$ cat config.mk
export PLATFORM = sky130hd
export DESIGN_NAME = optical_serial_output_stage
export DESIGN_NICKNAME = d
export VERILOG_FILES = /design/src/rtl/optical_out_pkg.sv /design/src/rtl/optical_serial_output_stage.sv
export SDC_FILE = /design/constraint.sdc
export NUM_CORES = 1
export LEC_CHECK = 0
export ABC_AREA = 1
export CORE_MARGIN = 10
export CORE_UTILIZATION = 38
export DETAILED_ROUTE_END_ITERATION = 10
export DONT_BUFFER_PORTS = 1
export GPL_TIMING_DRIVEN = 0
export MAX_ROUTING_LAYER = met4
export PLACE_DENSITY = 0.62
export SLEW_MARGIN = 10
export SYNTH_ARGS = -nofsm -noshare
export SYNTH_HDL_FRONTEND = slang
export SYNTH_SLANG_ARGS = --single-unit
$ cat constraint.sdc
create_clock -name hclk -period 1.8 [get_ports hclk]
set_clock_uncertainty 0.2 [all_clocks]
set_input_delay 0.09 -clock hclk [delete_from_list [all_inputs] [get_ports hclk]]
set_output_delay 0.09 -clock hclk [all_outputs]
set_load 0.01 [all_outputs]
$ cat src/rtl/optical_out_pkg.sv
/*
 Package for the optical serial output stage: register map, field layout, reset values,
 carrier timing constants and the packed configuration struct.
 Assumes a 20 MHz system clock and a 32-bit AHB-Lite register bus.
*/
// How it works
// Transmit pin is driven by the optical port only when pin select equals 00.
// Transmit invert flips the pin level; receive invert independently flips sampled receive.
// With modulation enabled and system power present, transmit is gated by 38 kHz carrier.
// In battery battery_run_mode mode no carrier modulation is applied, whatever the enable says.
// Two-bit duty select chooses carrier duty of 50, 25, 12.5 or 6.25 percent.
// Duty gives the fraction of each carrier period the transmit level is low, before transmit invert flips the pin.
// Duty select 00 gives 50 percent, ascending to 11 giving 6.25 percent.
// Power fault with battery present enters battery_run_mode mode; that condition disables modulation.
package optical_out_pkg;

   // ==========================================================
   // Register map
   localparam logic [7:0] CTRL_OFFSET = 8'h00;
   localparam logic [7:0] STATUS_OFFSET = 8'h04;

   // ==========================================================
   // Control field positions
   localparam int TX_SEL_LSB = 0;
   localparam int TX_INV_BIT = 2;
   localparam int RX_INV_BIT = 3;
   localparam int MOD_EN_BIT = 4;
   localparam int DUTY_LSB = 5;

   // ==========================================================
   // Status field positions
   localparam int ST_BATTERY_RUN_MODE_BIT = 0;
   localparam int ST_MOD_ACTIVE_BIT = 1;
   localparam int ST_TX_ACTIVE_BIT = 2;
   localparam int ST_RX_BIT = 3;

   // ==========================================================
   // Reset values and the active pin select
   localparam logic [1:0] TX_SEL_RESET = 2'h1;
   localparam logic [1:0] TX_SEL_ACTIVE = 2'h0;
   localparam logic [1:0] DUTY_RESET = 2'h0;

   // ==========================================================
   // Carrier timing
   localparam int CLK_HZ = 20000000;
   localparam int CARRIER_HZ = 38000;
   localparam int CARRIER_CYCLES = CLK_HZ / CARRIER_HZ;
   localparam int CNT_W = 10;

   typedef struct packed {
      logic [1:0] duty_sel;
      logic mod_en;
      logic rx_inv;
      logic tx_inv;
      logic [1:0] tx_sel;
   } ctrl_t;

endpackage

$ cat src/rtl/optical_serial_output_stage.sv
/*
 Optical serial output stage: pin select, polarity inversion and 38 kHz carrier modulation
 of the transmit line, with an AHB-Lite slave holding control and status.
 Assumes the UART serial lines and the power flags are synchronous to hclk.
*/
`timescale 1ns/1ps
module optical_serial_output_stage #(
   parameter int CARRIER_CYCLES = optical_out_pkg::CARRIER_CYCLES
) (
   input wire logic hclk,
   input wire logic hresetn,
   input wire logic hsel,
   input wire logic [31:0] haddr,
   input wire logic [1:0] htrans,
   input wire logic hwrite,
   input wire logic [2:0] hsize,
   input wire logic [31:0] hwdata,
   input wire logic hready,
   output logic [31:0] hrdata,
   output logic hreadyout,
   output logic hresp,
   input wire logic uart_txd,
   output logic uart_rxd,
   input wire logic power_fault,
   input wire logic battery_ok,
   output logic ir_tx_pin_o,
   output logic ir_tx_pin_oe,
   input wire logic ir_rx_pin
);

   localparam int W = optical_out_pkg::CNT_W;

   // ==========================================================
   // Bus slave
   optical_out_pkg::ctrl_t ctrl_r, ctrl_nxt;
   logic wr_pend_r, wr_pend_nxt;
   logic [7:0] addr_r, addr_nxt;
   logic [31:0] hrdata_r, hrdata_nxt;
   logic [3:0] status;
   logic access;

   assign access = hsel & hready & htrans[1];

   always_comb begin
      ctrl_nxt = ctrl_r;
      wr_pend_nxt = access & hwrite;
      addr_nxt = access ? haddr[7:0] : addr_r;
      hrdata_nxt = hrdata_r;
      if (wr_pend_r && addr_r == optical_out_pkg::CTRL_OFFSET) begin
         ctrl_nxt = hwdata[6:0];
      end
      if (access && !hwrite) begin
         if (haddr[7:0] == optical_out_pkg::CTRL_OFFSET) begin
            hrdata_nxt = {25'h0, ctrl_nxt};
         end else if (haddr[7:0] == optical_out_pkg::STATUS_OFFSET) begin
            hrdata_nxt = {28'h0, status};
         end else begin
            hrdata_nxt = 32'h0;
         end
      end
   end

   always_ff @(posedge hclk or negedge hresetn) begin
      if (!hresetn) begin
         ctrl_r <= '{duty_sel: optical_out_pkg::DUTY_RESET, mod_en: 1'b0, rx_inv: 1'b0,
                     tx_inv: 1'b0, tx_sel: optical_out_pkg::TX_SEL_RESET};
         wr_pend_r <= 1'b0;
         addr_r <= 8'h00;
         hrdata_r <= 32'h0;
      end else begin
         ctrl_r <= ctrl_nxt;
         wr_pend_r <= wr_pend_nxt;
         addr_r <= addr_nxt;
         hrdata_r <= hrdata_nxt;
      end
   end

   assign hrdata = hrdata_r;
   assign hreadyout = 1'b1;
   assign hresp = 1'b0;

   // ==========================================================
   // Carrier and pin drive
   logic [W-1:0] cnt_r, cnt_nxt;
   logic [W-1:0] low_cycles;
   logic battery_run_mode, mod_active, carrier_low, tx_level;
   logic tx_o_r, tx_o_nxt, tx_oe_r, tx_oe_nxt, rxd_r, rxd_nxt;

   assign battery_run_mode = power_fault & battery_ok;
   assign mod_active = ctrl_r.mod_en & ~battery_run_mode;
   // The shift amount is widened first, or duty select 11 would wrap to a shift of zero.
   assign low_cycles = W'(CARRIER_CYCLES) >> ({1'b0, ctrl_r.duty_sel} + 3'h1);
   assign carrier_low = cnt_r < low_cycles;
   assign status = {rxd_r, tx_oe_r, mod_active, battery_run_mode};

   always_comb begin
      cnt_nxt = (cnt_r >= W'(CARRIER_CYCLES - 1)) ? '0 : cnt_r + W'(1);
      // Modulation pulses the line low only during the UART low (space) bits.
      tx_level = mod_active ? (uart_txd | ~carrier_low) : uart_txd;
      tx_o_nxt = tx_level ^ ctrl_r.tx_inv;
      tx_oe_nxt = ctrl_r.tx_sel == optical_out_pkg::TX_SEL_ACTIVE;
      rxd_nxt = ir_rx_pin ^ ctrl_r.rx_inv;
   end

   always_ff @(posedge hclk or negedge hresetn) begin
      if (!hresetn) begin
         cnt_r <= '0;
         tx_o_r <= 1'b1;
         tx_oe_r <= 1'b0;
         rxd_r <= 1'b1;
      end else begin
         cnt_r <= cnt_nxt;
         tx_o_r <= tx_o_nxt;
         tx_oe_r <= tx_oe_nxt;
         rxd_r <= rxd_nxt;
      end
   end

   assign ir_tx_pin_o = tx_o_r;
   assign ir_tx_pin_oe = tx_oe_r;
   assign uart_rxd = rxd_r;

endmodule

==> results_dict.tcl, run 1 <==
set metrics [dict create \
    initial_utilization_pct 39.1 \
    asyncSetResetFlopFracSynth_pct 100 \
    instances_no_fill 406 \
    synth_seq_cells 36 \
    clock_tree_buf_depth 2 \
    layout_cell_share_with_drive_strength_beyond_1_pct 18.3 \
    dr.max_layer_used "met4" \
    floorplan.die_area_mm2 0.00907 \
    drc 0 \
    sequential_cell_area_in_the_final_layout_um2 905 \
    rsz0062_at_grt "true" \
    synth_largest_area_cell "dfrtp_1" \
    cp_data_arrival_time_ns 1.70 \
    dpl_worst_slack_ns 0.0416 \
    postLayoutCellArea_mm2 0.00282 \
    p_seq_share_pct 45.2 \
    gr-total-overflow 0 \
    end_kind "flop" \
    synth_mux_area_share_pct 0 \
    cts.root.buffer_cell "clkbuf_8" \
    cell_count_of_the_worst_hold_path 3 \
    synth_xor_xnor_area_share_pct 1.63 \
    ff2ff_path_depth 9 \
    worst-setup-path-type "in -> reg" \
    avgViaCountPerCell 4.46 \
    inserted_clock_buffers 5 \
    ys_dominant_reg_cell "dfrtp_1" \
    worst_ir_drop_vdd_mv 0.551 \
    layout_min_cycle_time_ns 1.72 \
    min_period_over_period_pct 95.5 \
    placed_cells 361 \
    yosys.area.top_type_share_pct 38.4 \
    dpl-instance-area_mm2 0.00233 \
    maxCapViolations 0 \
    ff2ff_setup_slack_ns 0.09 \
    mappedNetlistArea_mm2 0.00215 \
    pwr-share-clk_pct 26.5 \
    timing.setup.tns_ns 0 \
    synth_compound_area_share_pct 3.61 \
    syn_inst 264 \
    num_antenna_cells 0 \
    cts_tree "yes" \
    final.hold.worst_slack_ns 0.00233 \
    timing.critical_path.fanout_max 10 \
    hold_class "in -> reg" \
    port-buffer-count 0 \
    finalPower_mw 2.32 \
    timing.slew.headroom_pct 59.7 \
    drt_pre_antenna_iters 4 \
    yosysSeqAreaShare_pct 42.1 \
    powerDensity_mw_per_mm2 823 \
    power.static_leakage_nw 1.55 \
    ant_nets 0 \
    number_of_global_route_vias_before_repair 1850 \
    crit_path_start_kind "input pin" \
    detailedRoute.firstIterationViolations 89 \
    met3RoutedLength_um 429 \
    antenna_found_initial 0 \
    largest_net_degree_at_the_start_of_global_routing 37 \
    finalCoreUtilization_pct 51.2 \
    route.detailed.wl_per_inst_um 12.4 \
    grt_pass1_wl_mm 8.50 \
    post_synth_fa_ha_maj_area_fraction_pct 5.24 \
    fmax_ghz 0.582 \
    die_height_um 95.2 \
    finalHoldViolations 0 \
    synth_area_leaders "dfrtp_1 38%, nand2_1 10%, buf_4 9.4%, inv_1 7.0%, ha_1 5.2%" \
    timing.final.max_slew_violations 0 \
    run_status "finished, final reports clean" \
    sw_frac_of_total_pct 31.3 \
    globalplace.congestion 0.795 \
    cts_max_level 2 \
    syn-mean-instance-area_um2 8.15 \
    die_w_um 95.2 \
    hpwlAfterDp_mm 3.49 \
    report.final.setup_viol 0 \
    combinationalPowerShare_pct 28.3 \
    ys.warnings.count 0 \
    nNetsFinal 420 \
    number_of_sinks_on_the_clock_net 36 \
    m1WireLength_mm 2.11 \
    worst_ep_required_ns 1.78 \
    setup_ws_ns 0.0810 \
    drt_wl_total_mm 5.05 \
    synth_top_family_by_area "simple AND/OR/NAND/NOR gates" \
    synth-edff-count 0 \
    grt.total_usage_pct 12.0 \
    design.core.area_mm2 0.00551 \
    power_switching_uw 726 \
    yosysUniqueCellTypes 27 \
    num-fill-cells 515 \
    top_level_ports 115 \
    area_of_combinational_cells_with_multiple_inputs_mm2 0.00100 \
    worst_skew_pair_latency_ns 0.29 \
    layout-area-overhead-vs-synth_pct 31.1 \
    met2_length_mm 2.42 \
    worstMarginPinSlew_ns 0.600 \
    dr_total_vias 1811 \
    placementRows 27 \
    simple_gate_share_of_the_synthesized_area_pct 30.5 \
    clkTransAtPathRegs_ns 0.07 \
    internal-power_mw 1.59 \
]
## Yosys cell counts, types with 2 or more instances
master	n
nand4_1	9
or2_2	3
inv_1	40
ha_1	9
nor3_1	3
dfstp_2	3
nor2_1	21
xor2_1	3
conb_1	2
and2_1	3
a21oi_1	5
nand2_1	60
and2_4	4
dfrtp_1	33
nand3_1	19
nor2_2	2
buf_4	27
o21ai_0	9
## placed cells by master (no fill, tap or decap), types with 2 or more instances in the layout
master         synthesis  final
dfstp_2                3      3
nor2_2                 2      2
nor3_1                 3      3
nand2_1               60     58
ha_1                   9      8
conb_1                 2     27
and2_4                 4      4
or2_2                  3      3
nand4_1                9      9
nand3_1               19     19
a21oi_1                5      5
nand2_2                1      3
xor2_1                 3      3
buf_4                 27     30
nor2_1                21     21
clkbuf_1               1      2
o21ai_0                9      9
inv_2                  0      2
inv_1                 40     38
clkbuf_8               0      6
dfrtp_1               33     33
dlygate4sd3_1          0     33
and2_1                 3      3
## cell type report
type / instances / area share (%)
Clock buffer: 7 / 3.06
Timing Repair Buffer: 37 / 13.2
Clock inverter: 1 / 0.266
Sequential cell: 36 / 32.1
Buffer: 28 / 7.32
Multi-Input combinational cell: 185 / 35.5
Tap cell: 72 / 3.20
Inverter: 40 / 5.33
## layer usage
layer	up-vias	GRT usage (%)
li1	907	-
met1	835	12.8
met2	55	19.3
met3	14	4.56
met4	0	5.86
met5	-	-
## cell families (layout without fill, tap and decap cells)
| kind of cell | Yosys count | count (layout) |
|---|---|---|
| fa+ha+maj | 9 | 9 |
| xor+xnor | 4 | 4 |
| buf+inv | 68 | 113 |
| compound gates | 15 | 15 |
| flops | 36 | 36 |
| other cells | 2 | 27 |
| simple gates | 130 | 130 |
## critical path: stages
cell and delay (ns):
dlygate4sd3_1 0.55, inv_1 0.12, nand4_4 0.20, nand2_1 0.11, dlygate4sd3_1 0.55, nand3_1 0.08
## power by group through the flow
stage,clock network [mW],registers (mW),logic (mW)
3_5_place_dp,0,1.06,0.502
3_3_place_gp,0,1.06,0.490
2_1_floorplan,0,1.04,0.431
6_report,0.614,1.05,0.656
4_1_cts,0.625,1.05,0.607
5_1_grt,0.661,1.06,0.754
## state kept, by name, summed over array words and instances (netlist names)
name	cells
addr_r	8
ctrl_r	7
ir_tx_pin_oe	1
uart_rxd	1
ir_tx_pin_o	1
wr_pend_r	1
hrdata	7
cnt_r	10
## what timing repair did
item | in CTS | in global routing
resized for setup | 0 | 5
setup buffers | 0 | 3
hold buffers | 34 | 0
endpoints found under the hold margin | 61 | 0
endpoints found under the setup margin | 0 | 6
## path summary, 6_finish.rpt
path | startpoint | end
max in group asynchronous | hresetn | ir_tx_pin_o$_DFF_PN1_
max | hwrite | hrdata[3]$_DFFE_PN0P_
min reg2reg | ctrl_r[1]$_DFF_PN0_ | ir_tx_pin_oe$_DFF_PN0_
min | hready | addr_r[4]$_DFFE_PN0P_
max reg2reg | ctrl_r[6]$_DFF_PN0_ | ir_tx_pin_o$_DFF_PN1_
min in group asynchronous | hresetn | cnt_r[3]$_DFF_PN0_
No activity file was read; power rests on OpenSTA's default activity.
==> run 2, diff against run 1 <==
--- a/config.mk
+++ b/config.mk
@@ -12,7 +12,7 @@
 export DONT_BUFFER_PORTS = 1
 export GPL_TIMING_DRIVEN = 0
 export MAX_ROUTING_LAYER = met4
-export PLACE_DENSITY = 0.62
+export SKIP_CTS_REPAIR_TIMING = 1
 export SLEW_MARGIN = 10
 export SYNTH_ARGS = -nofsm -noshare
 export SYNTH_HDL_FRONTEND = slang
==> run 2 against run 1 <==
- the run now ends with negative hold slack left
- clock power fell by 4.1%
- critical endpoint is now hrdata[2]$_DFFE_PN0P_
- critical path type unchanged
- combinational power is 4.0% lower
- worst hold slack lost 0.026 ns
- via count decreased by 4.1%
- register-to-register slack got worse by 0.02 ns
- count of clock-buffer cells in the layout fell by 1
- first-iteration DRC count shrank 51%
- flip-flop and latch count is the same
- worst setup slack worse by 0.060 ns
- utilization decreased by 1.5 points
- sequential power is essentially flat
==> results_dict.tcl, run 2 (synthesized netlist as in run 1, its figures left out) <==
set metrics [dict create \
    run_status "finished with violations" \
    violated_checks "negative hold slack" \
    timing.setup.tns_ns 0 \
    ant_nets 0 \
    sw_frac_of_total_pct 32.6 \
    die_height_um 95.2 \
    avgViaCountPerCell 4.37 \
    min_from "hready" \
    placementRows 27 \
    num-fill-cells 529 \
    mostFrequentLayoutCells "59 x nand2_1, 37 x inv_1, 33 x dfrtp_1" \
    final.hold.worst_slack_ns -0.0238 \
    dr.max_layer_used "met4" \
    postLayoutCellArea_mm2 0.00274 \
    dr_total_vias 1736 \
    max_flop_register "cnt_r" \
    met2_length_mm 2.30 \
    instances_no_fill 397 \
    layout-area-overhead-vs-synth_pct 27.3 \
    dpl_worst_slack_ns 0.0245 \
    timing.slew.headroom_pct 61.7 \
    hold_class "in -> reg" \
    pwr-share-clk_pct 26.0 \
    finalCoreUtilization_pct 49.7 \
    cts_tree "yes" \
    cp_data_arrival_time_ns 1.76 \
    layout_commonest_cell "nand2_1" \
    powerDensity_mw_per_mm2 827 \
    maxCapViolations 0 \
    critical_path.startpoint "hwrite" \
    worst-setup-path-type "in -> reg" \
    m1WireLength_mm 2.07 \
    num_antenna_cells 0 \
    flip_flop_count_of_the_largest_register_all_copies_and_words_added 10 \
    finalPower_mw 2.27 \
    globalplace.congestion 0.797 \
    layout_min_cycle_time_ns 1.78 \
    min_period_over_period_pct 98.8 \
    critical_path.cell_chain "dlygate4sd3_1 > inv_1 > nand4_4 > dlygate4sd3_1 > nand2_1 > nand3_1" \
    port-buffer-count 0 \
    clkTransAtPathRegs_ns 0.08 \
    drt_wl_total_mm 4.85 \
    internal-power_mw 1.53 \
    inserted_clock_buffers 5 \
    fmax_ghz 0.562 \
    timing.final.max_slew_violations 0 \
    finalHoldViolations 6 \
    combinationalPowerShare_pct 27.8 \
    worst_skew_pair_latency_ns 0.30 \
    layout_top_registers "cnt_r (10), addr_r (8)" \
    grt_pass1_wl_mm 7.78 \
    number_of_sinks_on_the_clock_net 36 \
    worst_reg2reg_path_startpoint "ctrl_r[6]$_DFF_PN0_" \
    initial_utilization_pct 39.1 \
    dpl-instance-area_mm2 0.00233 \
    report.final.setup_viol 0 \
    power.static_leakage_nw 1.50 \
    met3RoutedLength_um 401 \
    design.core.area_mm2 0.00551 \
    cp_slowest_stage_delay_ns 0.71 \
    crit_path_start_kind "input pin" \
    end_kind "flop" \
    hpwlAfterDp_mm 3.56 \
    gr-total-overflow 0 \
    largest_net_degree_at_the_start_of_global_routing 37 \
    power_switching_uw 739 \
    detailedRoute.firstIterationViolations 44 \
    number_of_global_route_vias_before_repair 1687 \
    worst_ep_required_ns 1.78 \
    cts.root.buffer_cell "clkbuf_8" \
    setup_ws_ns 0.0211 \
    antenna_found_initial 0 \
    placed_cells 361 \
    floorplan.die_area_mm2 0.00907 \
    worstMarginPinSlew_ns 0.570 \
    cp_common_cell "dlygate4sd3_1" \
    p_seq_share_pct 46.2 \
    nNetsFinal 411 \
    clock_tree_buf_depth 2 \
    top_level_ports 115 \
    worst_ir_drop_vdd_mv 0.486 \
    rsz0062_at_grt "true" \
    drt_pre_antenna_iters 6 \
    route.detailed.wl_per_inst_um 12.2 \
    timing.critical_path.fanout_max 6 \
    grt.total_usage_pct 11.0 \
    timing.critical_path.slowest_stage_cell "dlygate4sd3_1" \
    die_w_um 95.2 \
    drc 0 \
    layout_cell_share_with_drive_strength_beyond_1_pct 18.5 \
    sequential_cell_area_in_the_final_layout_um2 905 \
    area_of_combinational_cells_with_multiple_inputs_mm2 0.00101 \
    cts_max_level 2 \
]
run 2: changes by cell type in the layout (fill, tap and decap cells not counted), sizes merged:
| cell | previous run | this run |
|---|---|---|
| clkbuf | 8 | 7 |
| clkinv | 0 | 1 |
| buf | 31 | 29 |
| dlygate4sd3 | 33 | 26 |
run 2: metal layers:
metal	GRT usage [%]	up-vias
met5	-	-
met4	4.74	0
met3	3.77	9
met2	17.0	50
met1	12.7	785
li1	-	892
run 2: cell type report:
cell class	count	area share [%]
Clock buffer	6	2.65
Clock inverter	2	0.594
Multi-Input combinational cell	185	36.9
Timing Repair Buffer	28	10.5
Sequential cell	36	33.0
Inverter	40	5.48
Buffer	28	7.54
Tap cell	72	3.29
run 2: power groups by stage:
stage / Clock, mW / Combinational [mW] / Sequential, mW
after floorplan: 0 / 0.431 / 1.04
after global placement: 0 / 0.492 / 1.06
after detailed placement: 0 / 0.506 / 1.06
after CTS: 0.609 / 0.508 / 1.05
after global routing: 0.637 / 0.727 / 1.06
final: 0.589 / 0.630 / 1.05
run 2: worst paths after layout:
kind | to | slack (ns) | cells past startpoint
worst max register to register | ir_tx_pin_o$_DFF_PN1_ | 0.07 | 13
worst max-delay path | hrdata[2]$_DFFE_PN0P_ | 0.02 | 6
min in group asynchronous | cnt_r[8]$_DFF_PN0_ | 0.07 | 2
worst min register to register | ir_tx_pin_oe$_DFF_PN0_ | 0.22 | 1
worst min-delay path | addr_r[3]$_DFFE_PN0P_ | -0.02 | 3
max in group asynchronous | ir_tx_pin_o$_DFF_PN1_ | 1.07 | 2
run 2: worst max-delay path, delay by kind of cell:
kind,cells,cell delay (ns)
buffers and inverters,3,1.36
AND/OR/NAND/NOR,3,0.31
